$ cat src/rtl/ohf_pkg.sv
package ohf_pkg;
  // apb register map, byte addresses
  localparam int APB_AW = 12;
  localparam logic [11:0] ADDR_CTRL = 12'h000;
  localparam logic [11:0] ADDR_STATUS = 12'h004;
  localparam logic [11:0] ADDR_IRQ_STAT = 12'h008;
  localparam logic [11:0] ADDR_IRQ_CLR = 12'h00C;
  localparam logic [11:0] ADDR_IRQ_EN = 12'h010;
  // control register
  localparam int CTRL_EN_BIT = 0;
  localparam logic CTRL_EN_RESET = 1'b1;
  // status register fields
  localparam int STS_STATE_LSB = 0;
  localparam int STS_CNT_LSB = 4;
  localparam int STS_HS_BIT = 8;
  localparam int STS_LS_BIT = 9;
  localparam int STS_PD_BIT = 10;
  localparam int STS_UVOK_BIT = 11;
  localparam int STS_RAMP_BIT = 12;
  // interrupt bits, same layout in stat, clr and en
  localparam int IRQ_W = 4;
  localparam int IRQ_OC_BIT = 0;
  localparam int IRQ_FAULT_BIT = 1;
  localparam int IRQ_RESTART_BIT = 2;
  localparam int IRQ_LOCK_BIT = 3;
  localparam logic [3:0] IRQ_EN_RESET = 4'h0;
  // fault counter
  localparam int CNT_W = 3;
  localparam logic [2:0] FAULT_LIMIT = 3'h7;
  // timing
  localparam int CLK_PERIOD_NS = 40;
  localparam int REACT_NS = 20;
  localparam int REACT_RAW = (REACT_NS + CLK_PERIOD_NS - 1) / CLK_PERIOD_NS;
  localparam int REACT_CYC = (REACT_RAW < 1) ? 1 : REACT_RAW;
  localparam int BLANK_TIMEOUT_NS = 400;
  localparam int BLANK_RAW = BLANK_TIMEOUT_NS / CLK_PERIOD_NS;
  localparam int BLANK_CYC = (BLANK_RAW < 1) ? 1 : BLANK_RAW;
  localparam int SS_SW_CYCLES = 8;
  // controller states
  typedef enum logic [1:0] {
    ST_OFF,
    ST_START,
    ST_RUN,
    ST_FAULT
  } ohf_state_type;
endpackage

$ cat src/rtl/ohf_sync2.sv
`timescale 1ns/1ns
module ohf_sync2 #(
  parameter int WIDTH = 8
) (
  // clock and reset
  input wire logic clk_sys,
  input wire logic rst_n,
  // asynchronous in, synchronised out
  input wire logic [WIDTH-1:0] async_in,
  output logic [WIDTH-1:0] sync_out
);
  // two flops per bit; the first stage feeds only the second
  for (genvar i = 0; i < WIDTH; i++) begin : g_bit
    logic meta_q;
    logic stab_q;
    always_ff @(posedge clk_sys) begin
      if (!rst_n) begin
        meta_q <= 1'b0;
        stab_q <= 1'b0;
      end else begin
        meta_q <= async_in[i];
        stab_q <= meta_q;
      end
    end
    assign sync_out[i] = stab_q;
  end
endmodule // ohf_sync2

$ cat src/rtl/ohf_fault_counter.sv
`timescale 1ns/1ns
module ohf_fault_counter
  import ohf_pkg::*;
#(
  parameter int WIDTH = CNT_W
) (
  // clock and reset
  input wire logic clk_sys,
  input wire logic rst_n,
  // count controls, clear has priority
  input wire logic cnt_clr,
  input wire logic cnt_inc,
  input wire logic cnt_dec,
  // current count
  output logic [WIDTH-1:0] cnt_q
);
  logic [WIDTH-1:0] cnt_d; // next count
  logic at_max; // saturated high
  logic at_zero; // saturated low
  assign at_max = (cnt_q == {WIDTH{1'b1}});
  assign at_zero = (cnt_q == '0);
  // saturate both ways so a long clean run cannot wrap to seven
  always_comb begin
    cnt_d = cnt_q;
    if (cnt_clr) begin
      cnt_d = '0;
    end else if (cnt_inc && !at_max) begin
      cnt_d = cnt_q + WIDTH'(1);
    end else if (cnt_dec && !cnt_inc && !at_zero) begin
      cnt_d = cnt_q - WIDTH'(1);
    end
  end
  always_ff @(posedge clk_sys) begin
    if (!rst_n) begin
      cnt_q <= '0;
    end else begin
      cnt_q <= cnt_d;
    end
  end
endmodule // ohf_fault_counter

$ cat src/rtl/ohf_hiccup_top.sv
`timescale 1ns/1ns
module ohf_hiccup_top
  import ohf_pkg::*;
#(
  parameter int SS_CYCLES = SS_SW_CYCLES
) (
  // clock and reset
  input wire logic clk_sys,
  input wire logic rst_n,
  // analog comparator and timing inputs, asynchronous
  input wire logic supply_at_start,
  input wire logic supply_below_stop,
  input wire logic cycle_clock,
  input wire logic pwm_request,
  input wire logic overcurrent_cmp,
  input wire logic switch_node_near_supply,
  input wire logic ramp_amplitude_ok,
  input wire logic soft_start_done,
  // power stage
  output logic high_side_gate_drive,
  output logic low_side_gate_drive,
  output logic current_limit_sense_node_pulldown,
  output logic hiccup_fault,
  // apb slave
  input wire logic psel,
  input wire logic penable,
  input wire logic pwrite,
  input wire logic [APB_AW-1:0] paddr,
  input wire logic [31:0] pwdata,
  input wire logic [3:0] pstrb,
  output logic [31:0] prdata,
  output logic pready,
  output logic pslverr,
  // interrupt
  output logic irq
);
  // synchronised inputs
  logic [7:0] sync_v;
  logic at_start_s, below_s, cyc_s, pwm_s, oc_s, sw_s, ramp_s, ss_s;
  ohf_sync2 #(.WIDTH(8)) u_sync (
    .clk_sys(clk_sys),
    .rst_n(rst_n),
    .async_in({soft_start_done, ramp_amplitude_ok, switch_node_near_supply,
               overcurrent_cmp, pwm_request, cycle_clock, supply_below_stop,
               supply_at_start}),
    .sync_out(sync_v)
  );
  assign {ss_s, ramp_s, sw_s, oc_s, pwm_s, cyc_s, below_s, at_start_s} = sync_v;

  // state and flops
  ohf_state_type st_q, st_d; // controller state
  logic cyc_d1_q; // cycle clock delayed for edge detect
  logic uvok_q; // lockout released
  logic ctrl_en_q; // software enable
  logic hs_q, ls_q, pd_q; // drive and pulldown flops
  logic arm_q; // one clock lead between pulldown and turn-on
  logic term_q; // pulse cut by overcurrent this cycle
  logic oc_cyc_q; // an overcurrent happened this cycle
  logic first_q; // first high pulse seen since soft start
  logic ramp_seen_q, ramp_good_q; // ramp amplitude tracking
  logic [7:0] blank_q; // blanking timeout counter
  logic [3:0] react_q; // reaction delay counter
  logic [7:0] ss_div_q; // switching cycles within one soft-start cycle
  logic fault_q; // registered fault flag
  logic [CNT_W-1:0] cnt_q; // fault counter value

  // combinational nets
  logic cyc_pulse, run_ok, counting, counting_d, oc_live;
  logic react_done, blank_exp, release_pd, ss_tick;
  logic cnt_max, cnt_zero, cnt_inc, cnt_dec, cnt_clr;
  logic hs_d, ls_d, pd_d, hs_allow;

  assign cyc_pulse = cyc_s & ~cyc_d1_q;
  assign run_ok = uvok_q & ctrl_en_q;
  assign counting = (st_q == ST_START) | (st_q == ST_RUN);
  assign counting_d = (st_d == ST_START) | (st_d == ST_RUN);
  assign cnt_max = (cnt_q == FAULT_LIMIT);
  assign cnt_zero = (cnt_q == '0);

  // lockout hysteresis: comparators give start and stop levels
  always_ff @(posedge clk_sys) begin
    if (!rst_n) begin
      uvok_q <= 1'b0;
    end else if (below_s) begin
      uvok_q <= 1'b0;
    end else if (at_start_s) begin
      uvok_q <= 1'b1;
    end
  end

  // controller state sequencing
  always_comb begin
    st_d = st_q;
    case (st_q)
      ST_OFF: begin
        if (run_ok) st_d = ST_START;
      end
      ST_START: begin
        if (cnt_max) st_d = ST_FAULT;
        else if (first_q && ss_s) st_d = ST_RUN;
      end
      ST_RUN: begin
        if (cnt_max) st_d = ST_FAULT;
      end
      ST_FAULT: begin
        if (cnt_zero) st_d = ST_START;
      end
      default: st_d = ST_OFF;
    endcase
    if (!run_ok) st_d = ST_OFF;
  end

  // per-cycle counting; fault soft-start cycles tick the counter down
  assign ss_tick = cyc_pulse & (st_q == ST_FAULT) &
                   (ss_div_q == 8'(SS_CYCLES - 1));
  assign cnt_inc = cyc_pulse & counting & oc_cyc_q;
  assign cnt_dec = (cyc_pulse & counting & ~oc_cyc_q) | ss_tick;
  assign cnt_clr = (st_q == ST_OFF);
  ohf_fault_counter #(.WIDTH(CNT_W)) u_cnt (
    .clk_sys(clk_sys),
    .rst_n(rst_n),
    .cnt_clr(cnt_clr),
    .cnt_inc(cnt_inc),
    .cnt_dec(cnt_dec),
    .cnt_q(cnt_q)
  );

  // blanking: pulldown set at cycle start, released by switch node or timer
  assign react_done = pd_q & sw_s & (react_q == 4'(REACT_CYC - 1));
  assign blank_exp = pd_q & (blank_q == 8'(BLANK_CYC - 1));
  assign release_pd = react_done | blank_exp;
  assign pd_d = (cyc_pulse & counting_d) | (pd_q & ~release_pd & counting_d);
  // comparator is blind while the node is pulled down
  assign oc_live = oc_s & hs_q & ~pd_q;

  // high side: starts one clock after pulldown, cut on overcurrent
  assign hs_allow = counting_d & ramp_good_q & ~term_q & ~oc_live;
  assign hs_d = hs_allow & pwm_s & (hs_q | arm_q) & ~cyc_pulse;

  // low side: soft start waits for the first pulse, run follows cycle
  always_comb begin
    ls_d = 1'b0;
    case (st_d)
      ST_START: ls_d = first_q & ~hs_d;
      ST_RUN: ls_d = ~hs_d & ~cyc_pulse & (ls_q | (hs_q & ~hs_d));
      ST_FAULT: ls_d = 1'b0;
      default: ls_d = 1'b0;
    endcase
  end

  // state and drive flops
  always_ff @(posedge clk_sys) begin
    if (!rst_n) begin
      st_q <= ST_OFF;
      cyc_d1_q <= 1'b0;
      hs_q <= 1'b0;
      ls_q <= 1'b0;
      pd_q <= 1'b0;
      arm_q <= 1'b0;
      fault_q <= 1'b0;
    end else begin
      st_q <= st_d;
      cyc_d1_q <= cyc_s;
      hs_q <= hs_d;
      ls_q <= ls_d;
      pd_q <= pd_d;
      arm_q <= cyc_pulse & counting_d;
      fault_q <= (st_d == ST_FAULT);
    end
  end

  // per-cycle flags; for term_q and oc_cyc_q a set in the clearing cycle wins, first_q clears when counting stops
  always_ff @(posedge clk_sys) begin
    if (!rst_n) begin
      term_q <= 1'b0;
      oc_cyc_q <= 1'b0;
      first_q <= 1'b0;
    end else begin
      term_q <= oc_live | (term_q & ~cyc_pulse);
      oc_cyc_q <= oc_live | (oc_cyc_q & ~cyc_pulse);
      first_q <= counting_d & (first_q | hs_q);
    end
  end

  // ramp must reach amplitude inside a whole cycle before pulses start
  always_ff @(posedge clk_sys) begin
    if (!rst_n) begin
      ramp_seen_q <= 1'b0;
      ramp_good_q <= 1'b0;
    end else if (st_q == ST_OFF) begin
      ramp_seen_q <= 1'b0;
      ramp_good_q <= 1'b0;
    end else if (cyc_pulse) begin
      ramp_seen_q <= ramp_s;
      ramp_good_q <= ramp_seen_q | ramp_s;
    end else begin
      ramp_seen_q <= ramp_seen_q | ramp_s;
    end
  end

  // blanking and reaction counters
  always_ff @(posedge clk_sys) begin
    if (!rst_n) begin
      blank_q <= 8'h00;
      react_q <= 4'h0;
    end else begin
      blank_q <= (pd_q & ~release_pd) ? blank_q + 8'h01 : 8'h00;
      react_q <= (pd_q & sw_s & ~release_pd) ? react_q + 4'h1 : 4'h0;
    end
  end

  // soft-start cycle divider, only runs while in fault
  always_ff @(posedge clk_sys) begin
    if (!rst_n) begin
      ss_div_q <= 8'h00;
    end else if (st_q != ST_FAULT) begin
      ss_div_q <= 8'h00;
    end else if (ss_tick) begin
      ss_div_q <= 8'h00;
    end else if (cyc_pulse) begin
      ss_div_q <= ss_div_q + 8'h01;
    end
  end

  // apb slave: one wait state, writes land when pready is sampled high
  function automatic logic hit(input logic [APB_AW-1:0] a, input logic [11:0] off);
    hit = (a == off);
  endfunction
  logic acc, wr_fire, mapped;
  logic [IRQ_W-1:0] irq_stat_q, irq_en_q, ev, clr_mask, irq_stat_d;
  logic [31:0] status_w, rd_w;
  assign acc = psel & penable & ~pready;
  assign wr_fire = psel & penable & pwrite & pready & pstrb[0];
  assign mapped = hit(paddr, ADDR_CTRL) | hit(paddr, ADDR_STATUS) |
                  hit(paddr, ADDR_IRQ_STAT) | hit(paddr, ADDR_IRQ_CLR) |
                  hit(paddr, ADDR_IRQ_EN);
  assign status_w = (32'(st_q) << STS_STATE_LSB) | (32'(cnt_q) << STS_CNT_LSB) |
                    (32'(hs_q) << STS_HS_BIT) | (32'(ls_q) << STS_LS_BIT) |
                    (32'(pd_q) << STS_PD_BIT) | (32'(uvok_q) << STS_UVOK_BIT) |
                    (32'(ramp_good_q) << STS_RAMP_BIT);
  assign rd_w = hit(paddr, ADDR_CTRL) ? 32'(ctrl_en_q) :
                hit(paddr, ADDR_STATUS) ? status_w :
                hit(paddr, ADDR_IRQ_STAT) ? 32'(irq_stat_q) :
                hit(paddr, ADDR_IRQ_EN) ? 32'(irq_en_q) : 32'h0000_0000;

  // events: trip, fault entry, restart, lockout drop
  assign ev[IRQ_OC_BIT] = oc_live;
  assign ev[IRQ_FAULT_BIT] = (st_d == ST_FAULT) & (st_q != ST_FAULT);
  assign ev[IRQ_RESTART_BIT] = (st_q == ST_FAULT) & (st_d == ST_START);
  assign ev[IRQ_LOCK_BIT] = (st_q != ST_OFF) & (st_d == ST_OFF);
  assign clr_mask = (wr_fire & hit(paddr, ADDR_IRQ_CLR)) ? pwdata[IRQ_W-1:0] : '0;
  // new events win over a clear in the same cycle
  assign irq_stat_d = ev | (irq_stat_q & ~clr_mask);

  // register file and bus answer
  always_ff @(posedge clk_sys) begin
    if (!rst_n) begin
      ctrl_en_q <= CTRL_EN_RESET;
      irq_en_q <= IRQ_EN_RESET;
      irq_stat_q <= '0;
      irq <= 1'b0;
      pready <= 1'b0;
      pslverr <= 1'b0;
      prdata <= 32'h0000_0000;
    end else begin
      if (wr_fire && hit(paddr, ADDR_CTRL)) ctrl_en_q <= pwdata[CTRL_EN_BIT];
      if (wr_fire && hit(paddr, ADDR_IRQ_EN)) irq_en_q <= pwdata[IRQ_W-1:0];
      irq_stat_q <= irq_stat_d;
      irq <= |(irq_stat_d & irq_en_q);
      pready <= acc;
      pslverr <= acc & ~mapped;
      prdata <= (acc && !pwrite) ? rd_w : 32'h0000_0000;
    end
  end

  // outputs straight from flops
  assign high_side_gate_drive = hs_q;
  assign low_side_gate_drive = ls_q;
  assign current_limit_sense_node_pulldown = pd_q;
  assign hiccup_fault = fault_q;
endmodule // ohf_hiccup_top

$ cat config.mk
export PLATFORM = sky130hd
export DESIGN_NAME = ohf_hiccup_top
export DESIGN_NICKNAME = d
export VERILOG_FILES = /design/src/rtl/ohf_pkg.sv /design/src/rtl/ohf_sync2.sv /design/src/rtl/ohf_fault_counter.sv /design/src/rtl/ohf_hiccup_top.sv
export SDC_FILE = /design/constraint.sdc
export NUM_CORES = 1
export LEC_CHECK = 0
export BUFFER_PORTS_ARGS = -buffer_cell sky130_fd_sc_hd__buf_2
export CAP_MARGIN = 10
export CORE_MARGIN = 2
export CORE_UTILIZATION = 55
export DETAILED_ROUTE_END_ITERATION = 6
export HOLD_SLACK_MARGIN = 0.12
export PLACE_DENSITY_LB_ADDON = 0.1
export SYNTH_ARGS = -nofsm -noshare
export SYNTH_HDL_FRONTEND = slang
export SYNTH_SLANG_ARGS = --single-unit
$ cat constraint.sdc
create_clock -name clk_sys -period 3.8 [get_ports clk_sys]
set_input_delay 0.76 -clock clk_sys [delete_from_list [all_inputs] [get_ports clk_sys]]
set_output_delay 0.76 -clock clk_sys [all_outputs]
set_load 0.03 [all_outputs]
==> results of run 1 <==
power breakdown:
part | internal, mW | switching [mW] | leakage, nW | total, mW
clock | 0.356 | 0.280 | 0.106 | 0.637
sequential | 0.817 | 0.00449 | 0.624 | 0.821
combinational | 0.0265 | 0.0579 | 0.794 | 0.0844
total | 1.20 | 0.343 | 1.52 | 1.54
registers in the layout, indices dropped and copies added (netlist names), 2 cells and up:
signal and cells:
blank_q 8, irq_en_q 4, irq_stat_q 4, prdata 12, react_q 4, ss_div_q 8
st_q 2, u_cnt.cnt_q 3, u_sync.g_bit.meta_q 8, u_sync.g_bit.stab_q 8
through the flow:
stage                     std cells  util (%)  hold WS (ns)
after floorplan                 370         -         0.373
after global placement          466      60.1         0.377
after detailed placement        466      60.1         0.384
after CTS                       482      63.8         0.393
after global routing            482      63.8         0.407
final                           482      63.8         0.390
worst register-to-register path, cell delays in order (launching register included):
cell and delay, ns:
dfxtp_1 0.43, ha_1 0.32, nor2b_1 0.18, o21ai_0 0.09
a211oi_1 0.48, inv_1 0.13, ha_1 0.20, nor2b_1 0.15
nor2b_1 0.12, a31oi_1 0.11, nand2_1 0.11, o211ai_1 0.09
logic make-up after synthesis:
family / after synthesis
compound gates: 37
xor+xnor: 17
fa+ha+maj: 15
buf+inv: 41
flops: 77
mux: 6
other cells: 1
simple gates: 157
worst max path at each step:
stage / start / to / cells past startpoint
final: st_q[0] / irq / 11
after global routing: st_q[0] / irq / 11
after CTS: st_q[0] / irq / 11
after detailed placement: paddr[1] / irq_en_q[3] / 6
after global placement: paddr[1] / irq_en_q[0] / 6
after floorplan: paddr[1] / irq_en_q[0] / 6
cells in the final DEF (no fill, tap or decap), types with 13 or more instances in the layout:
cell type and n:
nand3_1 17, nand2_1 18, conb_1 20, nor2b_1 13, dfxtp_1 77, ha_1 14, buf_2 48, and2_1 29
nor2_1 40
area by class of cell:
cell class                      instances  area [um^2]
Clock buffer                           13          169
Clock inverter                          3         42.5
Fill cell                             516         2120
Inverter                               12         45.0
Multi-Input combinational cell        252         1580
Sequential cell                        77         1540
Tap cell                               75         93.8
Timing Repair Buffer                   50          255
metal layers:
layer	GRT usage (%)	vias to the layer above	part of all wire [%]
met2	28.0	70	44
met4	9.15	0	1.9
li1	-	1242	-
met1	26.3	1080	48
met3	4.00	11	5.5
met5	0	-	0
==> results.sh, run 1 <==
export IMPL_final_layout_size_suffix_gt1_share_pct=17.4
export IMPL_ys_ff_latch=77
export IMPL_fin_nets=478
export IMPL_r2r_end="irq"
export IMPL_synth_simple_area_share_pct=26.2
export IMPL_grt_pass1_wl_mm=9.50
export IMPL_die_y_um=81.3
export IMPL_synth_top_family_by_area="simple AND/OR/NAND/NOR gates"
export IMPL_num_antenna_cells=0
export IMPL_netlist_area_um2=3290
export IMPL_worstSetupPathType="register to register"
export IMPL_grt_overflow_total=0
export IMPL_holdPathStages=1
export IMPL_fmax_mhz=400
export IMPL_ctsHoldBuffers=0
export IMPL_hold_start="u_sync.g_bit[1].stab_q"
export IMPL_async_reset_ff_share_pct=0
export IMPL_yosys_area_top_type="dfxtp_1"
export IMPL_hpwlAfterDp_mm=4.20
export IMPL_gr_usage_all_layers_pct=19.0
export IMPL_cts_tree="yes"
export IMPL_synth_warnings=0
export IMPL_p_leak_nw=1.52
export IMPL_synth_edf_count=0
export IMPL_dr_first_iter_drc_count=138
export IMPL_fin_setup_tns_ns=0
export IMPL_hold_viol=0
export IMPL_slew_viol_final=0
export IMPL_clock_root_buffer="clkbuf_8"
export IMPL_fin_area_um2=3730
export IMPL_critPathSlowestCell="a211oi_1"
export IMPL_synth_mux_area_share_pct=1.83
export IMPL_cts_sinks=77
export IMPL_wire_per_inst_um=12.1
export IMPL_final_period_utilization_pct=65.8
export IMPL_critPathMaxFanout=6
export IMPL_hp_class="register to register"
export IMPL_row_count=28
export IMPL_startpoint_type="register"
export IMPL_antenna_left=0
export IMPL_worstPathRequired_ns=4.03
export IMPL_dpl_worst_slack_ns=1.22
export IMPL_portBuffers=48
export IMPL_path_common_cell="nor2b_1"
export IMPL_grt_max_degree=42
export IMPL_synth_area_top_cells="dfxtp_1 47%, and2_1 5.5%, ha_1 5.3%"
export IMPL_grt_pass1_vias=2114
export IMPL_netlist_instances=351
export IMPL_gp_congestion=0.830
export IMPL_synth_common_cells="77 x dfxtp_1, 40 x nor2_1, 29 x and2_1"
export IMPL_cts_resized_gates=0
export IMPL_path_clk_slew_ns=0.08
export IMPL_critPathTopFamily="compound AO/OA/AOI/OAI gates"
export IMPL_crit_arrival_ns=2.73
export IMPL_wl_mm=5.81
export IMPL_timing_critical_path_buf_inv=1
export IMPL_core_area_um2=5850
export IMPL_synth_main_ff_cell="dfxtp_1"
export IMPL_clkLatencyLatePin_ns=0.34
export IMPL_slew_headroom_pct=52.2
export IMPL_endpoint_kind="register"
export IMPL_rsz0062_at_grt="no"
export IMPL_fin_ws_ns=1.30
export IMPL_drtPass1Iterations=4
export IMPL_synth_most_common_cell="dfxtp_1"
export IMPL_synthAdderAreaFrac_pct=5.93
export IMPL_start_util_pct=56.2
export IMPL_synth_seq_area_share_pct=46.9
export IMPL_htree_levels=3
export IMPL_drv_max_cap_violation_count=0
export IMPL_ys_types=51
export IMPL_area_delta_synth_final_pct=13.4
export IMPL_vias=2403
export IMPL_setup_violations=0
export IMPL_max_stage_delay_ns=0.48
export IMPL_die_w_um=81.3
export IMPL_dpl_cell_area_um2=3520
export IMPL_r2r_cells=11
export IMPL_cts_max_path_buffers=2
export IMPL_cp_cell_sequence="ha_1 > nor2b_1 > o21ai_0 > a211oi_1 > inv_1 > ha_1 > nor2b_1 > nor2b_1 > a31oi_1 > nand2_1 > o211ai_1"
export IMPL_cts_buffers=9
export IMPL_antenna_found_initial=0
export IMPL_routed_via_density=4.99
export IMPL_r2r_start="st_q[0]"
export IMPL_skew_ns=0.00843
export IMPL_drc=0
export IMPL_synth_area_per_cell_um2=9.37
export IMPL_synth_top_area_share_pct=46.9
export IMPL_power_total_mw=1.54
export IMPL_hold_path_endpoint="uvok_q"
export IMPL_vdd_drop_max_uv=296
export IMPL_min_period_ns=2.50
export IMPL_die_area_um2=6620
export IMPL_synth_xor_area_share_pct=4.53
export IMPL_status="complete, no violations"
export IMPL_p_per_area_nw_per_um2=414
export IMPL_regToRegSetupSlack_ns=1.30
export IMPL_worst_slew_pin_transition_ns=0.707
export IMPL_postCtsSetupRepairBufs=0
export IMPL_synth_compound_area_share_pct=7.30
export IMPL_boundaryPins=100
Note: power is estimated with default switching activity, not from simulation.
==> run 2: changes to the inputs <==
--- a/config.mk
+++ b/config.mk
@@ -8,7 +8,7 @@
 export BUFFER_PORTS_ARGS = -buffer_cell sky130_fd_sc_hd__buf_2
 export CAP_MARGIN = 10
 export CORE_MARGIN = 2
-export CORE_UTILIZATION = 55
+export CORE_UTILIZATION = 51
 export DETAILED_ROUTE_END_ITERATION = 6
 export HOLD_SLACK_MARGIN = 0.12
 export PLACE_DENSITY_LB_ADDON = 0.1
==> constraint.sdc (replaced) <==
create_clock -name clk_sys -period 2.4 [get_ports clk_sys]
set_input_delay 0.48 -clock clk_sys [delete_from_list [all_inputs] [get_ports clk_sys]]
set_output_delay 0.48 -clock clk_sys [all_outputs]
set_load 0.03 [all_outputs]
==> run 2 against run 1 <==
Against the previous run:
- power grew 54%
- register-to-register slack got worse by 1.1 ns
- critical path depth increased by 1
- highest routed layer unchanged
- largest cell class unchanged
==> results.sh, run 2 (synthesized netlist as in run 1, its figures left out) <==
export IMPL_clock_power_share_pct=39.8
export IMPL_area_delta_synth_final_pct=14.6
export IMPL_hold_slack_ns=0.332
export IMPL_status="complete, no violations"
export IMPL_critPathMaxFanout=5
export IMPL_vias=2431
export IMPL_wire_per_inst_um=12.3
export IMPL_path_common_cell="nor2b_1"
export IMPL_hpwlAfterDp_mm=4.33
export IMPL_clock_root_buffer="clkbuf_8"
export IMPL_grt_pass1_wl_mm=10.3
export IMPL_cp_cell_sequence="ha_1 > nor2b_1 > o21ai_0 > a211oi_1 > buf_4 > inv_1 > ha_1 > nor2b_1 > nor2b_1 > a31oi_1 > nand2_1 > o211ai_1"
export IMPL_skew_ns=0.00501
export IMPL_dr_first_iter_drc_count=99
export IMPL_gp_congestion=0.781
export IMPL_cts_sinks=77
export IMPL_slew_viol_final=0
export IMPL_boundaryPins=100
export IMPL_fillers=581
export IMPL_core_area_um2=6280
export IMPL_grt_overflow_total=0
export IMPL_num_antenna_cells=0
export IMPL_setup_violations=0
export IMPL_worstSetupPathType="register to register"
export IMPL_p_switching_mw=0.572
export IMPL_path_clk_slew_ns=0.08
export IMPL_critPathTopFamily="compound AO/OA/AOI/OAI gates"
export IMPL_layout_commonest_cell="dfxtp_1"
export IMPL_hold_viol=0
export IMPL_grt_max_degree=42
export IMPL_crit_arrival_ns=2.44
export IMPL_p_int_mw=1.81
export IMPL_routed_via_density=4.96
export IMPL_critPathSlowestCell="dfxtp_1"
export IMPL_die_w_um=84.3
export IMPL_htree_levels=3
export IMPL_min_period_ns=2.21
export IMPL_switching_share_pct=24.0
export IMPL_gr_usage_all_layers_pct=18.1
export IMPL_dp_cells=474
export IMPL_start_util_pct=52.4
export IMPL_die_y_um=84.3
export IMPL_fin_ws_ns=0.192
export IMPL_p_leak_nw=1.55
export IMPL_regMostFlops="prdata"
export IMPL_final_layout_size_suffix_gt1_share_pct=19.9
export IMPL_largest_register_ff_count=12
export IMPL_dpl_worst_slack_ns=0.169
export IMPL_max_stage_delay_ns=0.43
export IMPL_fmax_mhz=453
export IMPL_wl_mm=6.00
export IMPL_grt_pass1_vias=2256
export IMPL_cts_buffers=9
export IMPL_seqPwrFrac_pct=54.6
export IMPL_portBuffers=48
export IMPL_startpoint_type="register"
export IMPL_p_per_area_nw_per_um2=632
export IMPL_cts_tree="yes"
export IMPL_row_count=29
export IMPL_vdd_drop_max_uv=444
export IMPL_timing_critical_path_buf_inv=2
export IMPL_cts_max_path_buffers=2
export IMPL_fin_nets=484
export IMPL_worstPathRequired_ns=2.63
export IMPL_drv_max_cap_violation_count=0
export IMPL_final_period_utilization_pct=92.0
export IMPL_drtPass1Iterations=4
export IMPL_hp_class="primary input to register"
export IMPL_endpoint_kind="register"
export IMPL_antenna_found_initial=0
export IMPL_clkLatencyLatePin_ns=0.35
export IMPL_final_cells=490
export IMPL_antenna_left=0
export IMPL_power_total_mw=2.38
export IMPL_layout_common_cells="76 x dfxtp_1, 48 x buf_2, 40 x nor2_1"
export IMPL_die_area_um2=7110
export IMPL_p_comb_share_pct=5.7
export IMPL_drc=0
-- run 2: cell count changes in the layout (fill, tap and decap cells not counted), sizes merged --
cell | before | now
buf | 50 | 56
clkbuf | 13 | 9
clkinv | 1 | 5
-- run 2: final timing paths --
kind | start | slack [ns] | cells past startpoint | endpoint
hold / removal | supply_at_start | 0.33 | 2 | u_sync.g_bit[0].meta_q
setup reg to reg | st_q[0] | 0.19 | 12 | irq
hold reg to reg | u_sync.g_bit[1].stab_q | 0.39 | 1 | uvok_q
setup / recovery | st_q[0] | 0.19 | 12 | irq
-- run 2: layout make-up --
cell class / count / area [um^2] / area share (%)
clock buffer: 9 / 124 / 3.29
clock inverter: 7 / 66.3 / 1.76
inverter: 12 / 45.0 / 1.20
multi-input combinational: 252 / 1590 / 42.3
sequential: 77 / 1540 / 40.9
tap: 77 / 96.3 / 2.56
timing repair buffer: 56 / 300 / 7.97
-- run 2: routing by layer --
layer	global-route usage [%]	part of all wire [%]	vias up
met4	9.24	1.5	0
met3	3.83	4.6	8
met5	0	0	-
met1	23.8	49	1112
met2	28.1	45	53
li1	-	-	1258
-- run 2: per-stage QoR --
step / setup TNS (ns) / area (um^2) / utilization [%]
after global placement: 0 / 3570 / 56.8
after detailed placement: 0 / 3570 / 56.8
final: 0 / 3770 / 60.0
after global routing: -0.0143 / 3770 / 60.0
after floorplan: 0 / 3360 / -
after CTS: 0 / 3760 / 59.8
-- run 2: power by group through the flow --
stage	clock network, mW	logic, mW	registers [mW]
floorplan	0	0.113	1.33
global placement	0	0.132	1.33
detailed placement	0	0.133	1.33
CTS	0.976	0.134	1.30
global route	1.02	0.149	1.30
finish	0.947	0.135	1.30
-- run 2: timing repair --
item,CTS,global route
hold buffers,0,0
setup endpoints to repair,0,3
gates resized for setup,0,5
setup buffers,0,0
